[config.mk]
export PLATFORM = sky130hd
export DESIGN_NAME = timer_compare
export DESIGN_NICKNAME = d
export VERILOG_FILES = /design/src/design/timer_cmp_pkg.sv /design/src/design/timer_compare.sv /design/src/design/compare_channel.sv
export SDC_FILE = /design/constraint.sdc
export NUM_CORES = 1
export LEC_CHECK = 0
export BUFFER_PORTS_ARGS = -buffer_cell sky130_fd_sc_hd__buf_4
export CAP_MARGIN = 20
export CORE_MARGIN = 1.5
export CORE_UTILIZATION = 30
export CTS_BUF_LIST = sky130_fd_sc_hd__clkbuf_16
export DETAILED_ROUTE_END_ITERATION = 10
export PLACE_DENSITY = 0.51
export SKIP_LAST_GASP = 1
export SYNTH_ARGS = -nofsm -noshare
export SYNTH_HDL_FRONTEND = slang
export SYNTH_SLANG_ARGS = --single-unit
[constraint.sdc]
create_clock -name clk -period 2.6 [get_ports clk]
set_clock_uncertainty 0.2 [all_clocks]
set_input_delay 0.26 -clock clk [delete_from_list [all_inputs] [get_ports clk]]
set_output_delay 0.26 -clock clk [all_outputs]
set_load 0.02 [all_outputs]
[src/design/timer_cmp_pkg.sv]
// Purpose: shared constants for the 8-bit timer compare block
// Assumes: classic Wishbone register access, 32-bit data, byte lanes 0 and 1 used
// Notes:   every offset, field position and software register reset value lives here once
package timer_cmp_pkg;

    // ****************************************
    // widths
    // ****************************************
    localparam int CNT_W = 8;
    localparam int ADR_W = 8;

    // ****************************************
    // register byte offsets
    // ****************************************
    localparam logic [ADR_W-1:0] OFS_CONTROL   = 8'h00;
    localparam logic [ADR_W-1:0] OFS_COUNT     = 8'h04;
    localparam logic [ADR_W-1:0] OFS_COMPARE_A = 8'h08;
    localparam logic [ADR_W-1:0] OFS_COMPARE_B = 8'h0c;
    localparam logic [ADR_W-1:0] OFS_FLAGS     = 8'h10;
    localparam logic [ADR_W-1:0] OFS_INT_EN    = 8'h14;
    localparam logic [ADR_W-1:0] OFS_FORCE     = 8'h18;

    // ****************************************
    // control register fields
    // ****************************************
    localparam int CTRL_WAVE_LSB   = 0;
    localparam int CTRL_CLKSRC_LSB = 3;
    localparam int CTRL_MODE_A_LSB = 8;
    localparam int CTRL_MODE_B_LSB = 10;
    localparam logic [11:0] CTRL_RST = 12'h000;

    // ****************************************
    // flag and enable bit positions, reset values and count limits
    // ****************************************
    localparam int FLAG_MATCH_A = 0;
    localparam int FLAG_MATCH_B = 1;
    localparam int FLAG_OVF     = 2;
    localparam logic [2:0] FLAGS_RST  = 3'h0;
    localparam logic [2:0] INT_EN_RST = 3'h0;
    localparam logic [CNT_W-1:0] COUNT_RST   = 8'h00;
    localparam logic [CNT_W-1:0] COMPARE_RST = 8'h00;
    localparam logic [CNT_W-1:0] COUNT_MAX   = 8'hff;
    localparam logic [CNT_W-1:0] COUNT_BOTTOM = 8'h00;

    // ****************************************
    // modes
    // ****************************************
    localparam logic [2:0] WAVE_NORMAL         = 3'h0;
    localparam logic [2:0] WAVE_CLEAR_ON_MATCH = 3'h2;
    localparam logic [2:0] CLKSRC_STOPPED      = 3'h0;

    localparam logic [1:0] OUT_NONE   = 2'h0;
    localparam logic [1:0] OUT_TOGGLE = 2'h1;
    localparam logic [1:0] OUT_CLEAR  = 2'h2;
    localparam logic [1:0] OUT_SET    = 2'h3;

    typedef enum logic [1:0] {
        BUS_IDLE = 2'b01,
        BUS_ACK  = 2'b10
    } bus_state_e;

    // odd waveform modes are the pwm family
    function automatic logic is_pwm(input logic [2:0] mode);
        is_pwm = mode[0];
    endfunction : is_pwm

endpackage : timer_cmp_pkg

[src/design/timer_compare.sv]
// Purpose: 8-bit timer with two compare channels, normal and clear-on-match
// Assumes: tick_in is a one-cycle prescaled pulse; port data and direction
//          come from the general port block
// Notes:   pwm waveforms are not generated; pwm modes only count, buffer and set flags
`timescale 1ns/1ps
`default_nettype none
module timer_compare
    import timer_cmp_pkg::*;
(
    input  wire logic             clk,           // 250 MHz system clock
    input  wire logic             sys_rst,       // async reset, high
    input  wire logic             wb_cyc_i,      // wishbone cycle
    input  wire logic             wb_stb_i,      // wishbone strobe
    input  wire logic             wb_we_i,       // write enable
    input  wire logic [ADR_W-1:0] wb_adr_i,      // byte address
    input  wire logic [3:0]       wb_sel_i,      // byte lanes
    input  wire logic [31:0]      wb_dat_i,      // write data
    output logic      [31:0]      wb_dat_o,      // read data
    output logic                  wb_ack_o,      // acknowledge
    input  wire logic             tick_in,       // prescaled tick pulse
    input  wire logic             irq_ack_a,     // match A interrupt serviced
    input  wire logic             irq_ack_b,     // match B interrupt serviced
    input  wire logic             irq_ack_ovf,   // overflow interrupt serviced
    output logic                  irq_match_a,   // match A request
    output logic                  irq_match_b,   // match B request
    output logic                  irq_overflow,  // overflow request
    input  wire logic [1:0]       port_data,     // general port values
    input  wire logic [1:0]       compare_pin_direction, // port direction bits
    output logic      [1:0]       pin_out,       // pin drive value
    output logic      [1:0]       pin_oe         // pin output enable
);

    // ****************************************
    // registers and wires
    // ****************************************
    bus_state_e       bus_state;
    logic [11:0]      control;
    logic [CNT_W-1:0] count_value;
    logic [2:0]       flags;
    logic [2:0]       int_en;
    logic             block_pending;
    logic [2:0]       waveform_mode_sel;
    logic [2:0]       clock_source_sel;
    logic [1:0]       compare_out_mode [2];
    logic             timer_tick;
    logic             hit_en;
    logic             pwm_mode;
    logic             wr_go;
    logic             lane0;
    logic             cnt_wr;
    logic             ctrl_wr;
    logic             flags_wr;
    logic             int_en_wr;
    logic             force_wr;
    logic [1:0]       cmp_wr;
    logic [1:0]       match;
    logic [1:0]       force_cmp;
    logic [1:0]       latch;
    logic [CNT_W-1:0] cmp_read [2];
    logic             wrap;
    logic             ctc_clear;
    logic [2:0]       flag_set;
    logic [2:0]       flag_clr;
    logic [31:0]      next_rdata;

    assign waveform_mode_sel   = control[CTRL_WAVE_LSB +: 3];
    assign clock_source_sel    = control[CTRL_CLKSRC_LSB +: 3];
    assign compare_out_mode[0] = control[CTRL_MODE_A_LSB +: 2];
    assign compare_out_mode[1] = control[CTRL_MODE_B_LSB +: 2];
    assign pwm_mode            = is_pwm(waveform_mode_sel);

    // ****************************************
    // wishbone slave
    // ****************************************
    // writes land on the edge where ack is high, as the master samples it
    assign wr_go     = wb_cyc_i && wb_stb_i && wb_we_i && wb_ack_o;
    assign lane0     = wr_go && wb_sel_i[0];
    assign ctrl_wr   = lane0 && (wb_adr_i == OFS_CONTROL);
    assign cnt_wr    = lane0 && (wb_adr_i == OFS_COUNT);
    assign cmp_wr[0] = lane0 && (wb_adr_i == OFS_COMPARE_A);
    assign cmp_wr[1] = lane0 && (wb_adr_i == OFS_COMPARE_B);
    assign flags_wr  = lane0 && (wb_adr_i == OFS_FLAGS);
    assign int_en_wr = lane0 && (wb_adr_i == OFS_INT_EN);
    assign force_wr  = lane0 && (wb_adr_i == OFS_FORCE);

    always_ff @(posedge clk or posedge sys_rst) begin
        if (sys_rst) begin
            bus_state <= BUS_IDLE;
        end else begin
            case (bus_state)
                BUS_IDLE: if (wb_cyc_i && wb_stb_i) bus_state <= BUS_ACK;
                BUS_ACK:  bus_state <= BUS_IDLE;
                default:  bus_state <= BUS_IDLE;
            endcase
        end
    end

    assign wb_ack_o = (bus_state == BUS_ACK);

    // control bits wider than one byte lane use lane 1 for the output modes
    always_ff @(posedge clk or posedge sys_rst) begin
        if (sys_rst) begin
            control <= CTRL_RST;
        end else begin
            if (ctrl_wr) begin
                control[7:0] <= wb_dat_i[7:0];
            end
            if (wr_go && wb_sel_i[1] && wb_adr_i == OFS_CONTROL) begin
                control[11:8] <= wb_dat_i[11:8];
            end
        end
    end

    always_ff @(posedge clk or posedge sys_rst) begin
        if (sys_rst) begin
            int_en <= INT_EN_RST;
        end else if (int_en_wr) begin
            int_en <= wb_dat_i[2:0];
        end
    end

    always_comb begin
        next_rdata = 32'h0000_0000;
        case (wb_adr_i)
            OFS_CONTROL:   next_rdata[11:0] = control;
            OFS_COUNT:     next_rdata[7:0] = count_value;
            OFS_COMPARE_A: next_rdata[7:0] = cmp_read[0];
            OFS_COMPARE_B: next_rdata[7:0] = cmp_read[1];
            OFS_FLAGS:     next_rdata[2:0] = flags;
            OFS_INT_EN:    next_rdata[2:0] = int_en;
            default:       next_rdata = 32'h0000_0000;
        endcase
    end

    always_ff @(posedge clk or posedge sys_rst) begin
        if (sys_rst) begin
            wb_dat_o <= 32'h0000_0000;
        end else if (bus_state == BUS_IDLE && wb_cyc_i && wb_stb_i) begin
            wb_dat_o <= next_rdata;
        end
    end

    // ****************************************
    // counter
    // ****************************************
    assign timer_tick = tick_in && (clock_source_sel != CLKSRC_STOPPED);
    assign hit_en     = timer_tick && !block_pending;
    assign wrap       = timer_tick && (count_value == COUNT_MAX);
    assign ctc_clear  = hit_en && match[0] && (waveform_mode_sel == WAVE_CLEAR_ON_MATCH);

    // a write arms the block even while stopped; the next tick consumes it
    always_ff @(posedge clk or posedge sys_rst) begin
        if (sys_rst) begin
            block_pending <= 1'b0;
        end else if (cnt_wr) begin
            block_pending <= 1'b1;
        end else if (timer_tick) begin
            block_pending <= 1'b0;
        end
    end

    // sequence depends on waveform mode alone, never on output modes
    always_ff @(posedge clk or posedge sys_rst) begin
        if (sys_rst) begin
            count_value <= COUNT_RST;
        end else if (cnt_wr) begin
            count_value <= wb_dat_i[7:0];
        end else if (ctc_clear) begin
            count_value <= COUNT_BOTTOM;
        end else if (timer_tick) begin
            count_value <= count_value + 8'h01;
        end
    end

    // ****************************************
    // compare channels
    // ****************************************
    always_ff @(posedge clk or posedge sys_rst) begin
        if (sys_rst) begin
            force_cmp <= 2'h0;
        end else begin
            force_cmp <= (force_wr && !pwm_mode) ? wb_dat_i[1:0] : 2'h0;
        end
    end

    genvar ch;
    generate
        for (ch = 0; ch < 2; ch++) begin : g_chan
            compare_channel u_chan (
                .clk                  (clk),
                .sys_rst              (sys_rst),
                .count_value          (count_value),
                .cmp_wr               (cmp_wr[ch]),
                .cmp_wr_data          (wb_dat_i[7:0]),
                .pwm_mode             (pwm_mode),
                .buf_load             (wrap),
                .hit_en               (hit_en),
                .force_cmp            (force_cmp[ch]),
                .compare_out_mode     (compare_out_mode[ch]),
                .match                (match[ch]),
                .cmp_read             (cmp_read[ch]),
                .compare_output_latch (latch[ch])
            );
            assign pin_out[ch] = (compare_out_mode[ch] != OUT_NONE) ? latch[ch] : port_data[ch];
            assign pin_oe[ch]  = compare_pin_direction[ch];
        end
    endgenerate

    // ****************************************
    // flags and requests
    // ****************************************
    assign flag_set[FLAG_MATCH_A] = hit_en && match[0];
    assign flag_set[FLAG_MATCH_B] = hit_en && match[1];
    assign flag_set[FLAG_OVF]     = wrap && !cnt_wr && !ctc_clear;
    assign flag_clr[FLAG_MATCH_A] = irq_ack_a || (flags_wr && wb_dat_i[FLAG_MATCH_A]);
    assign flag_clr[FLAG_MATCH_B] = irq_ack_b || (flags_wr && wb_dat_i[FLAG_MATCH_B]);
    assign flag_clr[FLAG_OVF]     = irq_ack_ovf || (flags_wr && wb_dat_i[FLAG_OVF]);

    // a set in the same cycle as a clear wins
    always_ff @(posedge clk or posedge sys_rst) begin
        if (sys_rst) begin
            flags <= FLAGS_RST;
        end else begin
            flags <= flag_set | (flags & ~flag_clr);
        end
    end

    assign irq_match_a  = flags[FLAG_MATCH_A] && int_en[FLAG_MATCH_A];
    assign irq_match_b  = flags[FLAG_MATCH_B] && int_en[FLAG_MATCH_B];
    assign irq_overflow = flags[FLAG_OVF] && int_en[FLAG_OVF];
endmodule : timer_compare
`default_nettype wire

[src/design/compare_channel.sv]
// Purpose: one output compare channel: compare value, buffer, comparator, latch
// Assumes: hit_en is a timer tick on which matches are not blocked
// Notes:   the output latch acts only in non-pwm modes
`timescale 1ns/1ps
`default_nettype none
module compare_channel
    import timer_cmp_pkg::*;
(
    input  wire logic             clk,                  // system clock
    input  wire logic             sys_rst,              // async reset, high
    input  wire logic [CNT_W-1:0] count_value,          // live count
    input  wire logic             cmp_wr,               // software writes compare
    input  wire logic [CNT_W-1:0] cmp_wr_data,          // value written
    input  wire logic             pwm_mode,             // pwm family selected
    input  wire logic             buf_load,             // tick with count at max (wrap)
    input  wire logic             hit_en,               // unblocked timer tick
    input  wire logic             force_cmp,            // force strobe pulse
    input  wire logic [1:0]       compare_out_mode,     // output action
    output logic                  match,                // count equals compare
    output logic      [CNT_W-1:0] cmp_read,             // software view
    output logic                  compare_output_latch  // internal latch
);

    logic [CNT_W-1:0] compare_value_chan;
    logic [CNT_W-1:0] cmp_buffer;
    logic             apply;

    assign match = (count_value == compare_value_chan);
    assign cmp_read = pwm_mode ? cmp_buffer : compare_value_chan;
    assign apply = !pwm_mode && ((hit_en && match) || force_cmp);

    always_ff @(posedge clk or posedge sys_rst) begin
        if (sys_rst) begin
            cmp_buffer <= COMPARE_RST;
        end else if (cmp_wr) begin
            cmp_buffer <= cmp_wr_data;
        end
    end

    always_ff @(posedge clk or posedge sys_rst) begin
        if (sys_rst) begin
            compare_value_chan <= COMPARE_RST;
        end else if (cmp_wr && !pwm_mode) begin
            compare_value_chan <= cmp_wr_data;
        end else if (pwm_mode && buf_load) begin
            compare_value_chan <= cmp_buffer;
        end
    end

    // mode is read live at the match, never buffered with the compare value
    always_ff @(posedge clk or posedge sys_rst) begin
        if (sys_rst) begin
            compare_output_latch <= 1'b0;
        end else if (apply) begin
            case (compare_out_mode)
                OUT_TOGGLE: compare_output_latch <= !compare_output_latch;
                OUT_CLEAR:  compare_output_latch <= 1'b0;
                OUT_SET:    compare_output_latch <= 1'b1;
                default:    compare_output_latch <= compare_output_latch;
            endcase
        end
    end
endmodule : compare_channel
`default_nettype wire

; Word level (Yosys, flattened, before mapping)
; Index checks and enable logic that the tools add are counted.
; Widths: inputs -> output; s select.
[op_classes]
add_sub_neg = 1
eq_ne = 19
mux = 21
bitwise = 3
n_reduce_logical = 58
[op_table]
columns = cell, count
row1 = $mux 8, 9
row2 = $logic_and 1x1->1, 35
row3 = $eq 8x5->1 const B, 3
row4 = $pmux 5 s4, 1
row5 = $pmux 3 s6, 1
row6 = $eq 8x4->1 const B, 2
row7 = $eq 8x8->1, 2
row8 = $reduce_bool 3->1, 4
row9 = $eq 2x2->1 const B, 5
row10 = $reduce_bool 2->1, 5
row11 = $add 8x1->8 const B, 1
row12 = $eq 8x3->1 const B, 1
row13 = $eq 8x8->1 const B, 1
row14 = $logic_not 8->1, 1
row15 = $eq 2x1->1 const B, 3
row16 = $logic_not 1->1, 6
row17 = $mux 2, 3
row18 = $pmux 1 s3, 2
row19 = $logic_or 1x1->1, 5
row20 = $mux 1, 4
row21 = $mux 4, 1
row22 = $reduce_and 2->1, 2
row23 = $and 3x3->3, 1
row24 = $eq 3x2->1 const B, 1
row25 = other kinds (3), 3
[word_totals]
regBits = 77
out_inout_bits = 40

; Logic depth before layout (Yosys ltp)
[depth]
word_depth = 10
depth_mapped = 8
mapped_depth_nobuf = 6

; By module
; A second synthesis with hierarchy kept.
[unflattened]
cells_unflattened = 423
area_unflattened_um2 = 4361.7
[modules_own_cells]
columns = mod, instances, cells_each, area_each_um2, seq_area_each_um2
row1 = timer_compare, 1, 229, 2394.8, 1077.3
row2 = compare_channel, 2, 97, 983.4, 425.4

; Worst setup path before layout
; Ideal clock, no wire load.
[synth_path]
path_type = register -> register
startpoint = reg count_value[2]
endpoint = reg flags[2]
arrival_ps = 1813
required_ps = 2278
setup_slack_ps = 465
path_stages_with_launch = 7
path_cell_list = dfrtp_1 > buf_6 > xor2_1 > or4_4 > nor4_4 > nor2_2 > a32o_1
[synth_between]
elab_chain_cells = 6
[synth_rtl]
columns = element, line_no
row1 = from (decl), timer_compare.sv:38  ; logic [CNT_W-1:0] count_value;
row2 = from (signal assigned), timer_compare.sv:167  ; count_value <= wb_dat_i[7:0];
row3 = from (signal assigned), timer_compare.sv:171  ; count_value <= count_value + 8'h01;
row4 = $eq 8x8->1, compare_channel.sv:28  ; assign match = (count_value == compare_value_chan);
row5 = $logic_and 1x1->1 (2 in a row), timer_compare.sv:149  ; assign ctc_clear = hit_en && match[0] && (waveform_mode_sel == WAVE_CLEAR_ON_MATCH);
row6 = $logic_not 1->1, timer_compare.sv:214  ; assign flag_set[FLAG_OVF] = wrap && !cnt_wr && !ctc_clear;
row7 = $logic_and 1x1->1 (*), timer_compare.sv:214
row8 = $or 3x3->3 (*), timer_compare.sv:224  ; flags <= flag_set | (flags & ~flag_clr);
row9 = to (signal assigned), timer_compare.sv:224
row10 = to (decl), timer_compare.sv:39  ; logic [2:0] flags;
; Every way passes the cells marked *; elsewhere a longest branch is shown, timed or not.
; A chain may end at the register's enable or synchronous reset.

; Worst setup path after layout
[layout_path]
startpoint = reg count_value[2]
endpoint = reg count_value[5]
[layout_between]
elab_chain_cells = 5
[layout_rtl]
columns = element
row1 = branches (longest 5 deep; another with $add 8x1->8)
; Parallel ways; which one is timed is not known. The select of a mux whose other input is x is not followed.

==> impl_results.md <==
* Status: finished clean
* # IOs at 97
* Reg area at 1930 sq um
* Critical Path Source Type: register
* Later-pin clock latency in the skew report at 0.34 ns
* Clock Sinks at 77
* Antenna viol nets, final at 0
* Design Area, Final at 5210 sq um
* CTS Buf Count at 9
* Sw Pwr at 633 uW
* Number of global-route vias before repair at 3323
* Place WS at 0.282 ns
* Global-route wire length before repair at 18200 um
* Clock Power Share at 0.465
* Internal at 2.02 mW
* Cell area after synthesis at 4300 sq um
* Slowest stage cell, crit path: or4_4
* Worst reg-to-reg path cell count at 5
* Worst Path Arrival at 2.26 ns
* Hold Path Sink: count_value[3]$_DFFE_PP0P_
* Max_cap viols at 0
* Multi-input gate area at 2130 sq um
* Num rows at 43
* Synth async-reset ratio at 1.00
* Pleak at 2.50 nW
* # diodes at 0
* Setup TNS at 0 ns
* Reg power frac at 0.458
* Die Wd at 123 um
* FF+latch count, synth at 77
* CP endpoint kind: register
* CP Cell Sequence: xor2_1 > or4_4 > nor4_4 > buf_4 > o31ai_1
* Maximum VDD drop at 0.000293 V
* Largest net degree at the start of global routing at 52
* Min-Delay Path Depth at 3
* Endpoints failing hold at 0
* RR Endpoint: count_value[5]$_DFFE_PP0P_
* RSZ-0062 raised after global routing: no
* Layout filler cell count at 1372
* Sequential-to-total area share from yosys stat at 0.449
* Setup-failing EPs final at 0
* Cell Pwr Density at 510 nW/um^2
* Max Fanout on Critical Path at 7
* Gr usage total at 0.160
* 1st-iter DRT viols at 217
* Vias per cell at 4.98
* Initial Util at 0.308
* Post-synth EDFFs at 0
* Routed vias at 3380
* Worst EP required at 2.62 ns
* Tot Pwr at 2.66 mW
* CP peak stage delay at 0.53 ns
* Routed len/inst at 16.6 um
* Antenna violations before repair at 0
* Unique masters post-synth at 47
* TritonCTS clock tree: yes
* Die Ht at 123 um
* Layout cell share with drive strength beyond 1 at 0.265
* Max Freq at 446 MHz
* Core Region at 13900 sq um
* Critical path class: register to register
* Layout area overhead at 21.2%
* Mean Syn Cell Area at 9.90 sq um
* Mapped Cells at 434
* PortBufs at 50
* HP Start: wb_dat_i[3]
* Pins Over Slew Limit at 0
* Setup ws final at 0.360 ns
* Switching Fraction at 0.238
* Ys Warns at 0
* Gate power share at 0.077
* Top_reg_cell synth: dfrtp_1
* Tmin final at 2.24 ns
* Worst reg2reg path startpoint: count_value[2]$_DFFE_PP0P_
* R2R Setup Slk at 0.36 ns
* Relative slew slack at 0.407
* GR Overflow Total at 0
* Detail Placement HPWL at 8380 um
* Worst-path clk slew at 0.06 ns
* Clock Tree Buf Depth at 2
* DR DRC count at 0
* Number of H-tree levels at 3
* Tcrit/Tclk final at 0.861
* Setup bufs post-CTS at 0
* Worst Tran Pin Value at 0.890 ns
* Min-delay worst type: input pin to register
* DRT Pass-1 Iters at 5
* Placed cell area at 4840 sq um
* Total Nets Final at 552
* Die ar. at 15100 sq um
* Worst hold margin at 0.0148 ns
* Clock root cell: clkbuf_16
* Final GP Congestion at 0.812
* WL final at 11200 um
[worst max-delay path, delay by kind of cell (launching register included)]
kind	cells	cell delay (ns)
DFF	1	0.49
AOI/OAI and AO/OA	1	0.08
and+or+nand+nor	2	0.94
buffers and inverters	1	0.21
xor gates and xnor gates	1	0.19
[timing repair]
action,in CTS,in global routing
setup endpoints to repair,0,0
endpoints found under the hold margin,32,0
gates resized for setup,0,0
hold buffers,8,0
[cells by family (layout without fill, tap and decap cells)]
logic type,after synthesis,in the layout,synth area share
flops,77,77,0.449
mux,56,56,0.140
other cells,1,20,0.000873
xor+xnor,23,23,0.0469
simple gates,151,151,0.179
buf+inv,53,99,0.0725
compound gates,72,72,0.109
fa+ha+maj,1,1,0.00291
[sequential cells by signal (all words and copies together), names as in the netlist]
signal,count
count_value,8
int_en,3
bus_state,2
control,12
flags,3
force_cmp,2
g_chan.u_chan.compare_value_chan,16
g_chan.u_chan.cmp_buffer,16
wb_dat_o,12
block_pending,1
g_chan.u_chan.compare_output_latch,2
[cells in the mapped netlist (3+ instances only)]
| library cell | number | share of area |
|---|---|---|
| nand4_1 | 4 | 0.0058 |
| nand3b_1 | 3 | 0.0052 |
| nand3_1 | 6 | 0.0070 |
| mux2i_1 | 23 | 0.054 |
| dfrtp_1 | 76 | 0.44 |
| inv_1 | 8 | 0.0070 |
| buf_2 | 6 | 0.0070 |
| o21ai_0 | 21 | 0.024 |
| buf_4 | 22 | 0.038 |
| clkbuf_1 | 13 | 0.011 |
| nor4_4 | 3 | 0.015 |
| buf_6 | 3 | 0.0079 |
| nor2_1 | 34 | 0.030 |
| a21oi_1 | 10 | 0.012 |
| and2_1 | 7 | 0.010 |
| o31ai_1 | 11 | 0.019 |
| mux2_2 | 33 | 0.086 |
| nand2_1 | 61 | 0.053 |
| o22ai_1 | 3 | 0.0044 |
| xnor2_1 | 10 | 0.020 |
| nor3_1 | 11 | 0.013 |
| nor4_1 | 5 | 0.0073 |
| a22oi_1 | 8 | 0.014 |
| xor2_1 | 13 | 0.026 |
| nor2_2 | 6 | 0.0087 |
| a31oi_1 | 8 | 0.012 |
[power by group through the flow]
stage / clock [mW] / sequential (mW) / combinational, mW
CTS: 1.27 / 1.22 / 0.209
global route: 1.33 / 1.22 / 0.225
global placement: 0 / 1.24 / 0.197
finish: 1.24 / 1.22 / 0.204
detailed placement: 0 / 1.24 / 0.198
floorplan: 0 / 1.25 / 0.113
[placed cells by master (no fill, tap or decap), types with 10 or more instances in the layout]
cell,instances
dfrtp_1,76
buf_4,64
nand2_1,61
nor2_1,34
mux2_2,33
mux2i_1,23
o21ai_0,21
conb_1,20
xor2_1,13
nor3_1,11
o31ai_1,11
a21oi_1,10
xnor2_1,10
[metrics by stage]
step / std cells / utilization
finish: 679 / 0.374
CTS: 679 / 0.374
floorplan: 453 / -
global placement: 655 / 0.347
global route: 679 / 0.374
detailed placement: 655 / 0.347
[worst max-delay path by stage]
stage                                    start                                            endpoint  slack, ns  cells after the start
floorplan                              sys_rst                           block_pending$_DFFE_PP0P_       0.17                      1
global placement                   wb_adr_i[4]  g_chan[0].u_chan.compare_value_chan[2]$_DFFE_PP0P_       0.32                      6
detailed placement                 wb_adr_i[4]  g_chan[0].u_chan.compare_value_chan[6]$_DFFE_PP0P_       0.28                      6
CTS                 count_value[2]$_DFFE_PP0P_                          count_value[5]$_DFFE_PP0P_       0.35                      5
global route            control[0]$_DFFE_PP0P_                             wb_dat_o[5]$_DFFE_PP0P_       0.22                      5
finish              count_value[2]$_DFFE_PP0P_                          count_value[5]$_DFFE_PP0P_       0.36                      5
[final cells by class]
class                      count  area share
inverter                       9     0.00649
clock inverter                 7      0.0127
timing repair buffer          74       0.115
multi-input combinational    323       0.409
tap                          180      0.0432
clock buffer                   9      0.0432
sequential                    77       0.370
[metal layers]
metal | up-vias | routed length (um) | global-route usage
met2 | 84 | 5470 | 0.255
met3 | 6 | 480 | 0.0330
met1 | 1691 | 5200 | 0.220
met4 | 0 | 96 | 0.0480
met5 | - | 0 | 0
li1 | 1599 | - | -
Power figures use the tool's default switching activity.
